$ cat src/sod_pkg.sv
//==============================================================================
//==============================================================================
`default_nettype none
package sod_pkg;
	// Timing.
	localparam int unsigned CLK_HZ = 40_000_000;
	localparam int unsigned CHECK_PERIOD_MS = 10;
	localparam int unsigned CHECK_CYCLES = CLK_HZ / 1000 * CHECK_PERIOD_MS;
	localparam int unsigned PULSE_MAX_PPS = 500_000;
	// Register byte offsets.
	localparam logic [7:0] A_CTRL = 8'h00;
	localparam logic [7:0] A_THRESH = 8'h04;
	localparam logic [7:0] A_NUM = 8'h08;
	localparam logic [7:0] A_DEN = 8'h0C;
	localparam logic [7:0] A_LEN = 8'h10;
	localparam logic [7:0] A_CMD = 8'h14;
	localparam logic [7:0] A_STATUS = 8'h18;
	localparam logic [7:0] A_LOGPOS = 8'h1C;
	localparam logic [7:0] A_ENCPOS = 8'h20;
	localparam logic [7:0] A_IRQ_ST = 8'h24;
	localparam logic [7:0] A_IRQ_CLR = 8'h28;
	localparam logic [7:0] A_IRQ_EN = 8'h2C;
	localparam logic [7:0] A_SLOT0 = 8'h30;
	localparam logic [7:0] A_SLOT3 = 8'h3C;
	// Field positions.
	localparam int CTRL_EN_BIT = 0;
	localparam int CTRL_WHILE_BIT = 1;
	localparam int CMD_DIR_BIT = 2;
	localparam int CMD_HOME_BIT = 3;
	localparam int CMD_RESET_BIT = 4;
	localparam int CMD_START_BIT = 5;
	localparam int SLOT_MODE_LSB = 20;
	localparam int IRQ_STEPOUT = 0;
	localparam int IRQ_DONE = 1;
	localparam int IRQ_REFUSED = 2;
	// Reset values.
	localparam logic [15:0] THRESH_RST = 16'h0064;
	localparam logic [15:0] NUM_RST = 16'h03E8;
	localparam logic [15:0] DEN_RST = 16'h00C8;
	localparam logic [18:0] SPEED_RST = 19'h0_03E8;
	localparam logic [1:0] MODE_CONST = 2'h0;
	// Controller states.
	typedef enum logic [2:0] {
		SOD_IDLE = 3'b001,
		SOD_MOVE = 3'b010,
		SOD_ERR = 3'b100
	} sod_state_e;
	// Keeps a 16-bit setting inside 1..65535.
	function automatic logic [15:0] sod_clamp16(input logic [15:0] v);
		sod_clamp16 = (v == 16'h0000) ? 16'h0001 : v;
	endfunction : sod_clamp16
	// Keeps a rate inside 1..500000 pulses per second.
	function automatic logic [18:0] sod_clamp_pps(input logic [18:0] v);
		if (v == 19'h0_0000)
			sod_clamp_pps = 19'h0_0001;
		else if (v > 19'(PULSE_MAX_PPS))
			sod_clamp_pps = 19'(PULSE_MAX_PPS);
		else
			sod_clamp_pps = v;
	endfunction : sod_clamp_pps
endpackage : sod_pkg
`default_nettype wire

$ cat src/sod_quad.sv
`timescale 1ns/1ps
`default_nettype none
//==============================================================================
// Quadrature counter
module sod_quad (
	// Clock and reset.
	input wire logic hclk,
	input wire logic hresetn,
	input wire logic ce,
	// Encoder and control.
	input wire logic enc_a,
	input wire logic enc_b,
	input wire logic clear,
	// Count.
	output logic signed [31:0] count
);
	typedef struct packed {
		logic [1:0] prev;
		logic signed [31:0] cnt;
	} sod_quad_s;
	sod_quad_s s, n;

	// Every edge on one channel alone moves the count by one; a change on both at once is ignored.
	always_comb
	begin
		n = s;
		n.prev = {enc_a, enc_b};
		case ({s.prev, enc_a, enc_b})
			4'b0001, 4'b0111, 4'b1110, 4'b1000: n.cnt = s.cnt + 32'sd1;
			4'b0010, 4'b1011, 4'b1101, 4'b0100: n.cnt = s.cnt - 32'sd1;
			default: n.cnt = s.cnt;
		endcase
		if (clear)
			n.cnt = 32'sd0;
	end

	// State register.
	always_ff @(posedge hclk or negedge hresetn)
	begin
		if (!hresetn)
			s <= '0;
		else if (ce)
			s <= n;
	end

	assign count = s.cnt;

	chk_quad_step: assert property (@(posedge hclk) disable iff (!hresetn)
		ce && !clear |=> (s.cnt - $past(s.cnt)) inside {-1, 0, 1})
		else $error("Encoder count moved by more than one.");
endmodule : sod_quad
`default_nettype wire

$ cat src/sod_pulse_gen.sv
`timescale 1ns/1ps
`default_nettype none
//==============================================================================
// Rate generator
module sod_pulse_gen (
	// Clock and reset.
	input wire logic hclk,
	input wire logic hresetn,
	input wire logic ce,
	// Control.
	input wire logic run,
	input wire logic [18:0] pps,
	// One-cycle pulse at the programmed rate.
	output logic tick
);
	localparam logic [25:0] WRAP = 26'(sod_pkg::CLK_HZ);
	typedef struct packed {
		logic [25:0] acc;
	} sod_pulse_s;
	sod_pulse_s s, n;
	logic [25:0] sum;

	// Phase accumulator adds the rate each cycle and wraps at the clock rate.
	always_comb
	begin
		n = s;
		sum = s.acc + 26'(pps);
		tick = 1'b0;
		if (!run)
			n.acc = '0;
		else if (sum >= WRAP)
		begin
			n.acc = sum - WRAP;
			tick = 1'b1;
		end
		else
			n.acc = sum;
	end

	// State register.
	always_ff @(posedge hclk or negedge hresetn)
	begin
		if (!hresetn)
			s <= '0;
		else if (ce)
			s <= n;
	end
endmodule : sod_pulse_gen
`default_nettype wire

$ cat src/sod_top.sv
// The address map and register access over AHB-Lite were chosen for this implementation.
`timescale 1ns/1ps
`default_nettype none
//==============================================================================
// Step-out supervisor with constant-speed pulse output
module sod_top #(
	parameter int unsigned CHECK_CYCLES = sod_pkg::CHECK_CYCLES
) (
	// Clock, reset and enable.
	input wire logic hclk,
	input wire logic hresetn,
	input wire logic ce,
	// AHB-Lite slave.
	input wire logic hsel,
	input wire logic [31:0] haddr,
	input wire logic [1:0] htrans,
	input wire logic hwrite,
	input wire logic [2:0] hsize,
	input wire logic [31:0] hwdata,
	input wire logic hready,
	output logic [31:0] hrdata,
	output logic hreadyout,
	output logic hresp,
	// Encoder.
	input wire logic enc_a,
	input wire logic enc_b,
	// Motor drive and status.
	output logic step_o,
	output logic dir_o,
	output logic err_o,
	output logic irq_o
);
	typedef struct packed {
		sod_pkg::sod_state_e state;
		logic ctrl_en;
		logic ctrl_while;
		logic [15:0] thresh;
		logic [15:0] num;
		logic [15:0] den;
		logic [3:0][21:0] slot;
		logic [31:0] len;
		logic [31:0] remain;
		logic signed [31:0] logpos;
		logic [1:0] sel;
		logic dir;
		logic home;
		logic [31:0] tick_cnt;
		logic check_req;
		logic enc_clr;
		logic [2:0] irq_st;
		logic [2:0] irq_en;
		logic wr_pend;
		logic [7:0] wr_addr;
		logic [31:0] hrdata;
		logic hreadyout;
		logic step;
		logic irq;
	} sod_top_s;

	sod_top_s s, n;
	logic tick;
	logic signed [31:0] enc_cnt;
	logic signed [49:0] diff;
	logic [49:0] mag;
	logic [49:0] lim;
	logic over;
	logic addr_ok;
	logic cfg_ok;
	logic [2:0] set;
	logic [2:0] clr;
	logic [21:0] cur;

	//==========================================================================
	// Submodules
	sod_quad u_quad (
		.hclk(hclk),
		.hresetn(hresetn),
		.ce(ce),
		.enc_a(enc_a),
		.enc_b(enc_b),
		.clear(s.enc_clr),
		.count(enc_cnt)
	);

	sod_pulse_gen u_gen (
		.hclk(hclk),
		.hresetn(hresetn),
		.ce(ce),
		.run(s.state == sod_pkg::SOD_MOVE),
		.pps(s.slot[s.sel][18:0]),
		.tick(tick)
	);

	//==========================================================================
	// Step-out comparison
	// Cross-multiplied so no divider is needed: logical position times
	// denominator against encoder count times numerator, limit times
	// denominator. The threshold is raw drive pulses.
	always_comb
	begin
		diff = 50'(s.logpos * $signed({1'b0, s.den}))
			- 50'(enc_cnt * $signed({1'b0, s.num}));
		mag = diff[49] ? 50'(-diff) : 50'(diff);
		lim = 50'(s.thresh * s.den);
		over = mag > lim;
	end

	//==========================================================================
	// Next-state logic
	always_comb
	begin
		n = s;
		set = '0;
		clr = '0;
		n.step = 1'b0;
		n.check_req = 1'b0;
		n.enc_clr = 1'b0;
		cur = s.slot[hwdata[1:0]];
		cfg_ok = s.state != sod_pkg::SOD_ERR;
		addr_ok = hsel && htrans[1] && hready;
		// Address phase: capture write target, or fetch read data.
		n.wr_pend = addr_ok && hwrite;
		n.wr_addr = haddr[7:0];
		if (addr_ok && !hwrite)
		begin
			case (haddr[7:0])
				sod_pkg::A_CTRL: n.hrdata = {30'h0, s.ctrl_while, s.ctrl_en};
				sod_pkg::A_THRESH: n.hrdata = {16'h0000, s.thresh};
				sod_pkg::A_NUM: n.hrdata = {16'h0000, s.num};
				sod_pkg::A_DEN: n.hrdata = {16'h0000, s.den};
				sod_pkg::A_LEN: n.hrdata = s.len;
				sod_pkg::A_STATUS: n.hrdata = {29'h0, s.home,
					s.state == sod_pkg::SOD_ERR, s.state == sod_pkg::SOD_MOVE};
				sod_pkg::A_LOGPOS: n.hrdata = s.logpos;
				sod_pkg::A_ENCPOS: n.hrdata = enc_cnt;
				sod_pkg::A_IRQ_ST: n.hrdata = {29'h0, s.irq_st};
				sod_pkg::A_IRQ_EN: n.hrdata = {29'h0, s.irq_en};
				default:
				begin
					if (haddr[7:0] >= sod_pkg::A_SLOT0
						&& haddr[7:0] <= sod_pkg::A_SLOT3 && haddr[1:0] == 2'b00)
						n.hrdata = {10'h000, s.slot[haddr[3:2]]};
					else
						n.hrdata = 32'h0000_0000;
				end
			endcase
		end
		// Data phase of a write; configuration other than the interrupt enables is locked while in error.
		if (s.wr_pend)
		begin
			case (s.wr_addr)
				sod_pkg::A_CTRL:
				begin
					if (cfg_ok)
					begin
						n.ctrl_en = hwdata[sod_pkg::CTRL_EN_BIT];
						n.ctrl_while = hwdata[sod_pkg::CTRL_WHILE_BIT];
					end
				end
				sod_pkg::A_THRESH:
					if (cfg_ok)
						n.thresh = sod_pkg::sod_clamp16(hwdata[15:0]);
				sod_pkg::A_NUM:
					if (cfg_ok)
						n.num = sod_pkg::sod_clamp16(hwdata[15:0]);
				sod_pkg::A_DEN:
					if (cfg_ok)
						n.den = sod_pkg::sod_clamp16(hwdata[15:0]);
				sod_pkg::A_LEN:
					if (cfg_ok)
						n.len = hwdata;
				sod_pkg::A_IRQ_CLR: clr = hwdata[2:0];
				sod_pkg::A_IRQ_EN: n.irq_en = hwdata[2:0];
				sod_pkg::A_CMD:
				begin
					if (hwdata[sod_pkg::CMD_RESET_BIT])
					begin
						// Controller reset: drop the error, zero positions.
						n.state = sod_pkg::SOD_IDLE;
						n.logpos = 32'sd0;
						n.enc_clr = 1'b1;
						n.remain = 32'h0000_0000;
					end
					else if (hwdata[sod_pkg::CMD_START_BIT]
						|| hwdata[sod_pkg::CMD_HOME_BIT])
					begin
						if (s.state == sod_pkg::SOD_IDLE && s.len != 32'h0
							&& cur[21:20] == sod_pkg::MODE_CONST)
						begin
							n.state = sod_pkg::SOD_MOVE;
							n.remain = s.len;
							n.sel = hwdata[1:0];
							n.dir = hwdata[sod_pkg::CMD_DIR_BIT];
							n.home = hwdata[sod_pkg::CMD_HOME_BIT];
							n.tick_cnt = 32'h0000_0000;
						end
						else
							set[sod_pkg::IRQ_REFUSED] = 1'b1;
					end
				end
				default:
				begin
					if (cfg_ok && s.wr_addr >= sod_pkg::A_SLOT0
						&& s.wr_addr <= sod_pkg::A_SLOT3 && s.wr_addr[1:0] == 2'b00)
						n.slot[s.wr_addr[3:2]] = {hwdata[21:20], 1'b0,
							sod_pkg::sod_clamp_pps(hwdata[18:0])};
				end
			endcase
		end
		// Pulse issue during a move.
		if (s.state == sod_pkg::SOD_MOVE && tick)
		begin
			n.step = 1'b1;
			n.logpos = s.dir ? s.logpos - 32'sd1 : s.logpos + 32'sd1;
			n.remain = s.remain - 32'h0000_0001;
			if (s.remain == 32'h0000_0001)
			begin
				n.state = sod_pkg::SOD_IDLE;
				set[sod_pkg::IRQ_DONE] = 1'b1;
				if (s.home)
				begin
					n.logpos = 32'sd0;
					n.enc_clr = 1'b1;
				end
				else if (s.ctrl_en && !s.ctrl_while)
					n.check_req = 1'b1;
			end
		end
		// Periodic check while the motor turns, never during home search.
		if (s.state == sod_pkg::SOD_MOVE)
		begin
			if (s.tick_cnt >= CHECK_CYCLES - 1)
			begin
				n.tick_cnt = 32'h0000_0000;
				if (s.ctrl_en && s.ctrl_while && !s.home)
					n.check_req = 1'b1;
			end
			else
				n.tick_cnt = s.tick_cnt + 32'h0000_0001;
		end
		// A failed check latches the error and stops pulses at once.
		if (s.check_req && s.state != sod_pkg::SOD_ERR && over)
		begin
			n.state = sod_pkg::SOD_ERR;
			n.step = 1'b0;
			n.check_req = 1'b0;
			set[sod_pkg::IRQ_STEPOUT] = 1'b1;
		end
		// Sticky interrupt bits: a new event beats a clear.
		n.irq_st = (s.irq_st & ~clr) | set;
		n.irq = |(n.irq_st & n.irq_en);
	end

	//==========================================================================
	// State register
	always_ff @(posedge hclk or negedge hresetn)
	begin
		if (!hresetn)
		begin
			s <= '0;
			s.state <= sod_pkg::SOD_IDLE;
			s.thresh <= sod_pkg::THRESH_RST;
			s.num <= sod_pkg::NUM_RST;
			s.den <= sod_pkg::DEN_RST;
			s.slot <= {4{3'b000, sod_pkg::SPEED_RST}};
			s.hreadyout <= 1'b1;
		end
		else if (ce)
			s <= n;
	end

	// Outputs straight from the state register.
	assign hrdata = s.hrdata;
	assign hreadyout = s.hreadyout;
	assign hresp = 1'b0 & s.hreadyout;
	assign step_o = s.step;
	assign dir_o = s.dir;
	assign err_o = s.state[2]; // One-hot error bit.
	assign irq_o = s.irq;

	//==========================================================================
	// Checks
	chk_err_halts_motor: assert property (@(posedge hclk)
		disable iff (!hresetn) s.state == sod_pkg::SOD_ERR |=> !s.step)
		else $error("Pulse issued while in step-out error.");
	chk_err_has_cause: assert property (@(posedge hclk)
		disable iff (!hresetn) $rose(s.state == sod_pkg::SOD_ERR)
		|-> $past(s.check_req) && $past(over))
		else $error("Error raised without a failed check.");
	chk_scale_nonzero: assert property (@(posedge hclk)
		disable iff (!hresetn) s.num != 16'h0000 && s.den != 16'h0000)
		else $error("Encoder scale left the range 1..65535.");
	chk_thresh_nonzero: assert property (@(posedge hclk)
		disable iff (!hresetn) s.thresh != 16'h0000)
		else $error("Threshold left the range 1..65535.");
	chk_period_check: assert property (@(posedge hclk)
		disable iff (!hresetn) ce && s.state == sod_pkg::SOD_MOVE
		&& s.tick_cnt == CHECK_CYCLES - 1 && s.ctrl_en && s.ctrl_while
		&& !s.home |=> s.check_req)
		else $error("Periodic check missed.");
	chk_check_enabled: assert property (@(posedge hclk)
		disable iff (!hresetn) s.check_req |-> $past(s.ctrl_en))
		else $error("Check ran while disabled.");
	chk_home_quiet: assert property (@(posedge hclk)
		disable iff (!hresetn) s.check_req |-> !$past(s.home))
		else $error("Check ran during home search.");
	chk_cfg_locked: assert property (@(posedge hclk)
		disable iff (!hresetn) s.state == sod_pkg::SOD_ERR
		|=> $stable(s.thresh) && $stable(s.len) && $stable(s.ctrl_en))
		else $error("Configuration changed during error.");
	chk_err_latched: assert property (@(posedge hclk)
		disable iff (!hresetn) s.state == sod_pkg::SOD_ERR
		&& !(s.wr_pend && s.wr_addr == sod_pkg::A_CMD
		&& hwdata[sod_pkg::CMD_RESET_BIT]) |=> s.state == sod_pkg::SOD_ERR)
		else $error("Error cleared without reset.");
	chk_step_spacing: assert property (@(posedge hclk)
		disable iff (!hresetn) s.step && ce |=> !s.step)
		else $error("Pulses closer than the top rate allows.");
endmodule : sod_top
`default_nettype wire

$ cat config.mk
export PLATFORM = sky130hd
export DESIGN_NAME = sod_top
export DESIGN_NICKNAME = d
export VERILOG_FILES = /design/src/sod_pkg.sv /design/src/sod_quad.sv /design/src/sod_pulse_gen.sv /design/src/sod_top.sv
export SDC_FILE = /design/constraint.sdc
export NUM_CORES = 2
export LEC_CHECK = 0
export ABC_AREA = 1
export BUFFER_PORTS_ARGS = -buffer_cell sky130_fd_sc_hd__buf_2
export CAP_MARGIN = 20
export CORE_AREA = 3 3 326 457
export DETAILED_ROUTE_END_ITERATION = 16
export DIE_AREA = 0 0 329 460
export GPL_ROUTABILITY_DRIVEN = 0
export PLACE_DENSITY = 0.65
export SYNTH_ARGS = -nofsm -noshare
export SYNTH_HDL_FRONTEND = slang
export SYNTH_SLANG_ARGS = --single-unit
$ cat constraint.sdc
create_clock -name hclk -period 15.1 [get_ports hclk]
set_input_delay 1.51 -clock hclk [delete_from_list [all_inputs] [get_ports hclk]]
set_output_delay 1.51 -clock hclk [all_outputs]
set_load 0.005 [all_outputs]
==> flow_summary.json <==
{
  "die_w_microns": 329,
  "mappedNetlistNets": 11458,
  "timing.critical_path.from_type": "flip-flop",
  "cp_slowest_stage_delay_ns": 1.36,
  "fin_setup_tns_ns": 0,
  "hold_path_class": "flip-flop to flip-flop",
  "worst_hold_slack_ns": 0.477,
  "final_cycle_utilization_of_the_critical_path_pct": 78.7,
  "num_io_pins": 115,
  "crit_required_ns": 15.55,
  "cp_common_cell": "sky130_fd_sc_hd__nand2_1",
  "cts.reportedPaths.clkPinSlew_ns": 0.06,
  "result_of_the_run": "completed",
  "syn_avg_cell_area_sq_um": 7.48,
  "most_area_consuming_cells_after_synthesis": "sky130_fd_sc_hd__fa_1, sky130_fd_sc_hd__inv_1, sky130_fd_sc_hd__nand2_1, sky130_fd_sc_hd__dfrtp_1, sky130_fd_sc_hd__ha_1",
  "cap_violations": 0,
  "postCtsHoldBufs": 0,
  "syn_area_sq_um": 72500,
  "cts_root_buf": "sky130_fd_sc_hd__clkbuf_16",
  "cellPowerDensity_nw_per_um2": 106,
  "numPlacedInstances": 11354,
  "worstSetupEndpointType": "flip-flop",
  "tightest_slew_ns": 1.25,
  "timing_max_transition_violations_final": 0,
  "post-synth-top-area-fraction_pct": 35.0,
  "async_flop_share_pct": 100,
  "most_frequent_cell_after_synthesis": "sky130_fd_sc_hd__inv_1",
  "comb_power_share_pct": 71.7,
  "synth.yosys.warnings": 0,
  "layoutNonFillerInstCount": 11431,
  "report.final.hold_viol_count": 0,
  "setup.worst_path.class": "flip-flop to flip-flop",
  "dieHeight_microns": 460,
  "place.port_buffers": 84,
  "vias": 60803,
  "detail_route_antenna_nets": 0,
  "final_nets": 11231,
  "layout-area-overhead-vs-synth_pct": 4.42,
  "number_of_instances_in_the_synthesized_netlist": 9696,
  "place.detailed.hpwl_microns": 176000,
  "postCtsSetupBuffers": 0,
  "setup_viol_count_final": 0,
  "source_to_sink_clock_delay_at_the_later_pin_of_the_worst_skew_pair_ns": 0.56,
  "drt_wl_total_microns": 218000,
  "number_of_enable_flip_flop_cells_after_synthesis": 0,
  "post_synth_most_frequent_cells": "sky130_fd_sc_hd__inv_1, sky130_fd_sc_hd__nand2_1, sky130_fd_sc_hd__fa_1, sky130_fd_sc_hd__ha_1, sky130_fd_sc_hd__o21ai_0",
  "fp.coreArea_sq_um": 146000,
  "p_seq_share_pct": 15.8,
  "slew-limit-headroom_pct": 17.0,
  "dpl-instance-area_sq_um": 74300,
  "synth-seq-area-share_pct": 13.3,
  "ir_drop_uv": 216,
  "grt_pass1_vias": 64242,
  "die-area_sq_um": 151000,
  "drtIter0Drc": 4592,
  "initial_utilization_pct": 49.8,
  "power.switching_fraction_pct": 56.5,
  "drcViolationCount": 0,
  "grt-ovfl-total": 0,
  "cts_tree": "done",
  "ys_ff_latch": 384,
  "numCtsBuffers": 40,
  "power.leakage_uw": 0.0422,
  "clock_skew_ns": 0.0213,
  "postLayoutCellArea_sq_um": 75700,
  "row_count": 166,
  "rsz0062_at_grt": "no",
  "clkSinkCount": 384,
  "grt_antenna_before_repair": 6,
  "grt_pass1_wl_microns": 346000,
  "via_per_inst": 5.32,
  "cp_slowest_cell": "sky130_fd_sc_hd__dfstp_2",
  "htreeDepth": 2,
  "longest_clk_path_bufs": 3,
  "ys_types": 70,
  "drt-pass1-iter-count": 9,
  "synth_top_cell_by_area": "sky130_fd_sc_hd__fa_1",
  "post_cts.resized_instances": 0,
  "fmaxAchievable_mhz": 84.1,
  "post_place_setup_slack_ns": 3.45,
  "crit_path_max_fanout": 47,
  "post_drt_wl_per_cell_microns": 19.0,
  "p_clk_share_pct": 12.5,
  "postSynth.topFlopCell": "sky130_fd_sc_hd__dfrtp_1",
  "grt_max_degree": 106,
  "p_int_uw": 3490,
  "final.min_clock_period_ns": 11.89,
  "netSwitchingPower_uw": 4520,
  "track_usage_pct": 29.2,
  "layout_setup_ws_ns": 3.21,
  "drive_above_1_share_pct": 4.28,
  "crit_arrival_ns": 12.34
}
power by group through the flow:
stage | Combinational, uW | Sequential [uW] | Clock [uW]
4_1_cts | 5620 | 1280 | 1010
3_3_place_gp | 5510 | 1300 | 0
6_report | 5750 | 1260 | 1000
5_1_grt | 6490 | 1280 | 1050
2_1_floorplan | 4110 | 1170 | 0
3_5_place_dp | 5570 | 1300 | 0
placed cells by master (no fill, tap or decap), types with 104 or more instances in the layout:
master,count
sky130_fd_sc_hd__inv_1,2685
sky130_fd_sc_hd__ha_1,415
sky130_fd_sc_hd__dfrtp_1,329
sky130_fd_sc_hd__a21oi_1,257
sky130_fd_sc_hd__buf_4,104
sky130_fd_sc_hd__nand2_1,2556
sky130_fd_sc_hd__nand3_1,174
sky130_fd_sc_hd__nor2_1,399
sky130_fd_sc_hd__o21ai_0,410
sky130_fd_sc_hd__fa_1,1270
worst max-delay path: cells and delay by family (launching register included):
kind	cells	cell delay (ns)
XOR/XNOR	1	0.24
flip-flops	1	1.36
AO/OA/AOI/OAI	6	0.64
AND/OR/NAND/NOR	25	3.17
buffers and inverters	8	1.20
adder cells (fa/ha/maj)	10	5.16
area by class of cell:
| class | count | area, sq um |
|---|---|---|
| Clock inverter | 16 | 148 |
| Multi-Input combinational cell | 6148 | 50800 |
| Tap cell | 1932 | 2420 |
| Sequential cell | 384 | 9680 |
| Antenna cell | 2 | 5.00 |
| Timing Repair Buffer | 195 | 1370 |
| Inverter | 2700 | 10100 |
| Clock buffer | 54 | 1150 |
| Fill cell | 13994 | 69900 |
metal layers:
metal  vias up  share of wire (%)  GRT usage [%]
met2      2309                 51           52.3
met5         -              0.012              0
met1     30090                 36           33.9
met3       706                6.5           3.48
met4         4                6.8           16.1
li1      27694                  -              -
final timing paths:
check | cells after the start | to | slack, ns | from
min in group asynchronous | 1 | hrdata[5]$_DFFE_PN0P_ | 1.00 | hresetn
max in group asynchronous | 5 | s[323]$_DFFE_PN0P_ | 11.02 | hresetn
max | 50 | err_o$_DFFE_PN0P_ | 3.21 | s[294]$_DFFE_PN1P_
max reg2reg | 50 | err_o$_DFFE_PN0P_ | 3.21 | s[294]$_DFFE_PN1P_
min | 2 | s[203]$_DFFE_PN0P_ | 0.48 | s[203]$_DFFE_PN0P_
min reg2reg | 2 | s[203]$_DFFE_PN0P_ | 0.48 | s[203]$_DFFE_PN0P_
metrics by stage:
stage / util (%) / total power (uW)
2_1_floorplan: - / 5280
3_3_place_gp: 51.0 / 6810
3_5_place_dp: 51.1 / 6870
4_1_cts: 51.9 / 7920
5_1_grt: 52.0 / 8820
6_report: 52.0 / 8010
kinds of logic after synthesis:
kind of cell | count (synthesis) | share of synthesized area, %
buf+inv | 3164 | 16.6
compound gates | 951 | 7.43
flops | 384 | 13.3
simple gates | 3348 | 18.4
fa+ha+maj | 1685 | 42.2
mux | 11 | 0.171
other cells | 2 | 0.0104
xor+xnor | 151 | 1.84
Note: power is estimated with default switching activity, not from simulation.
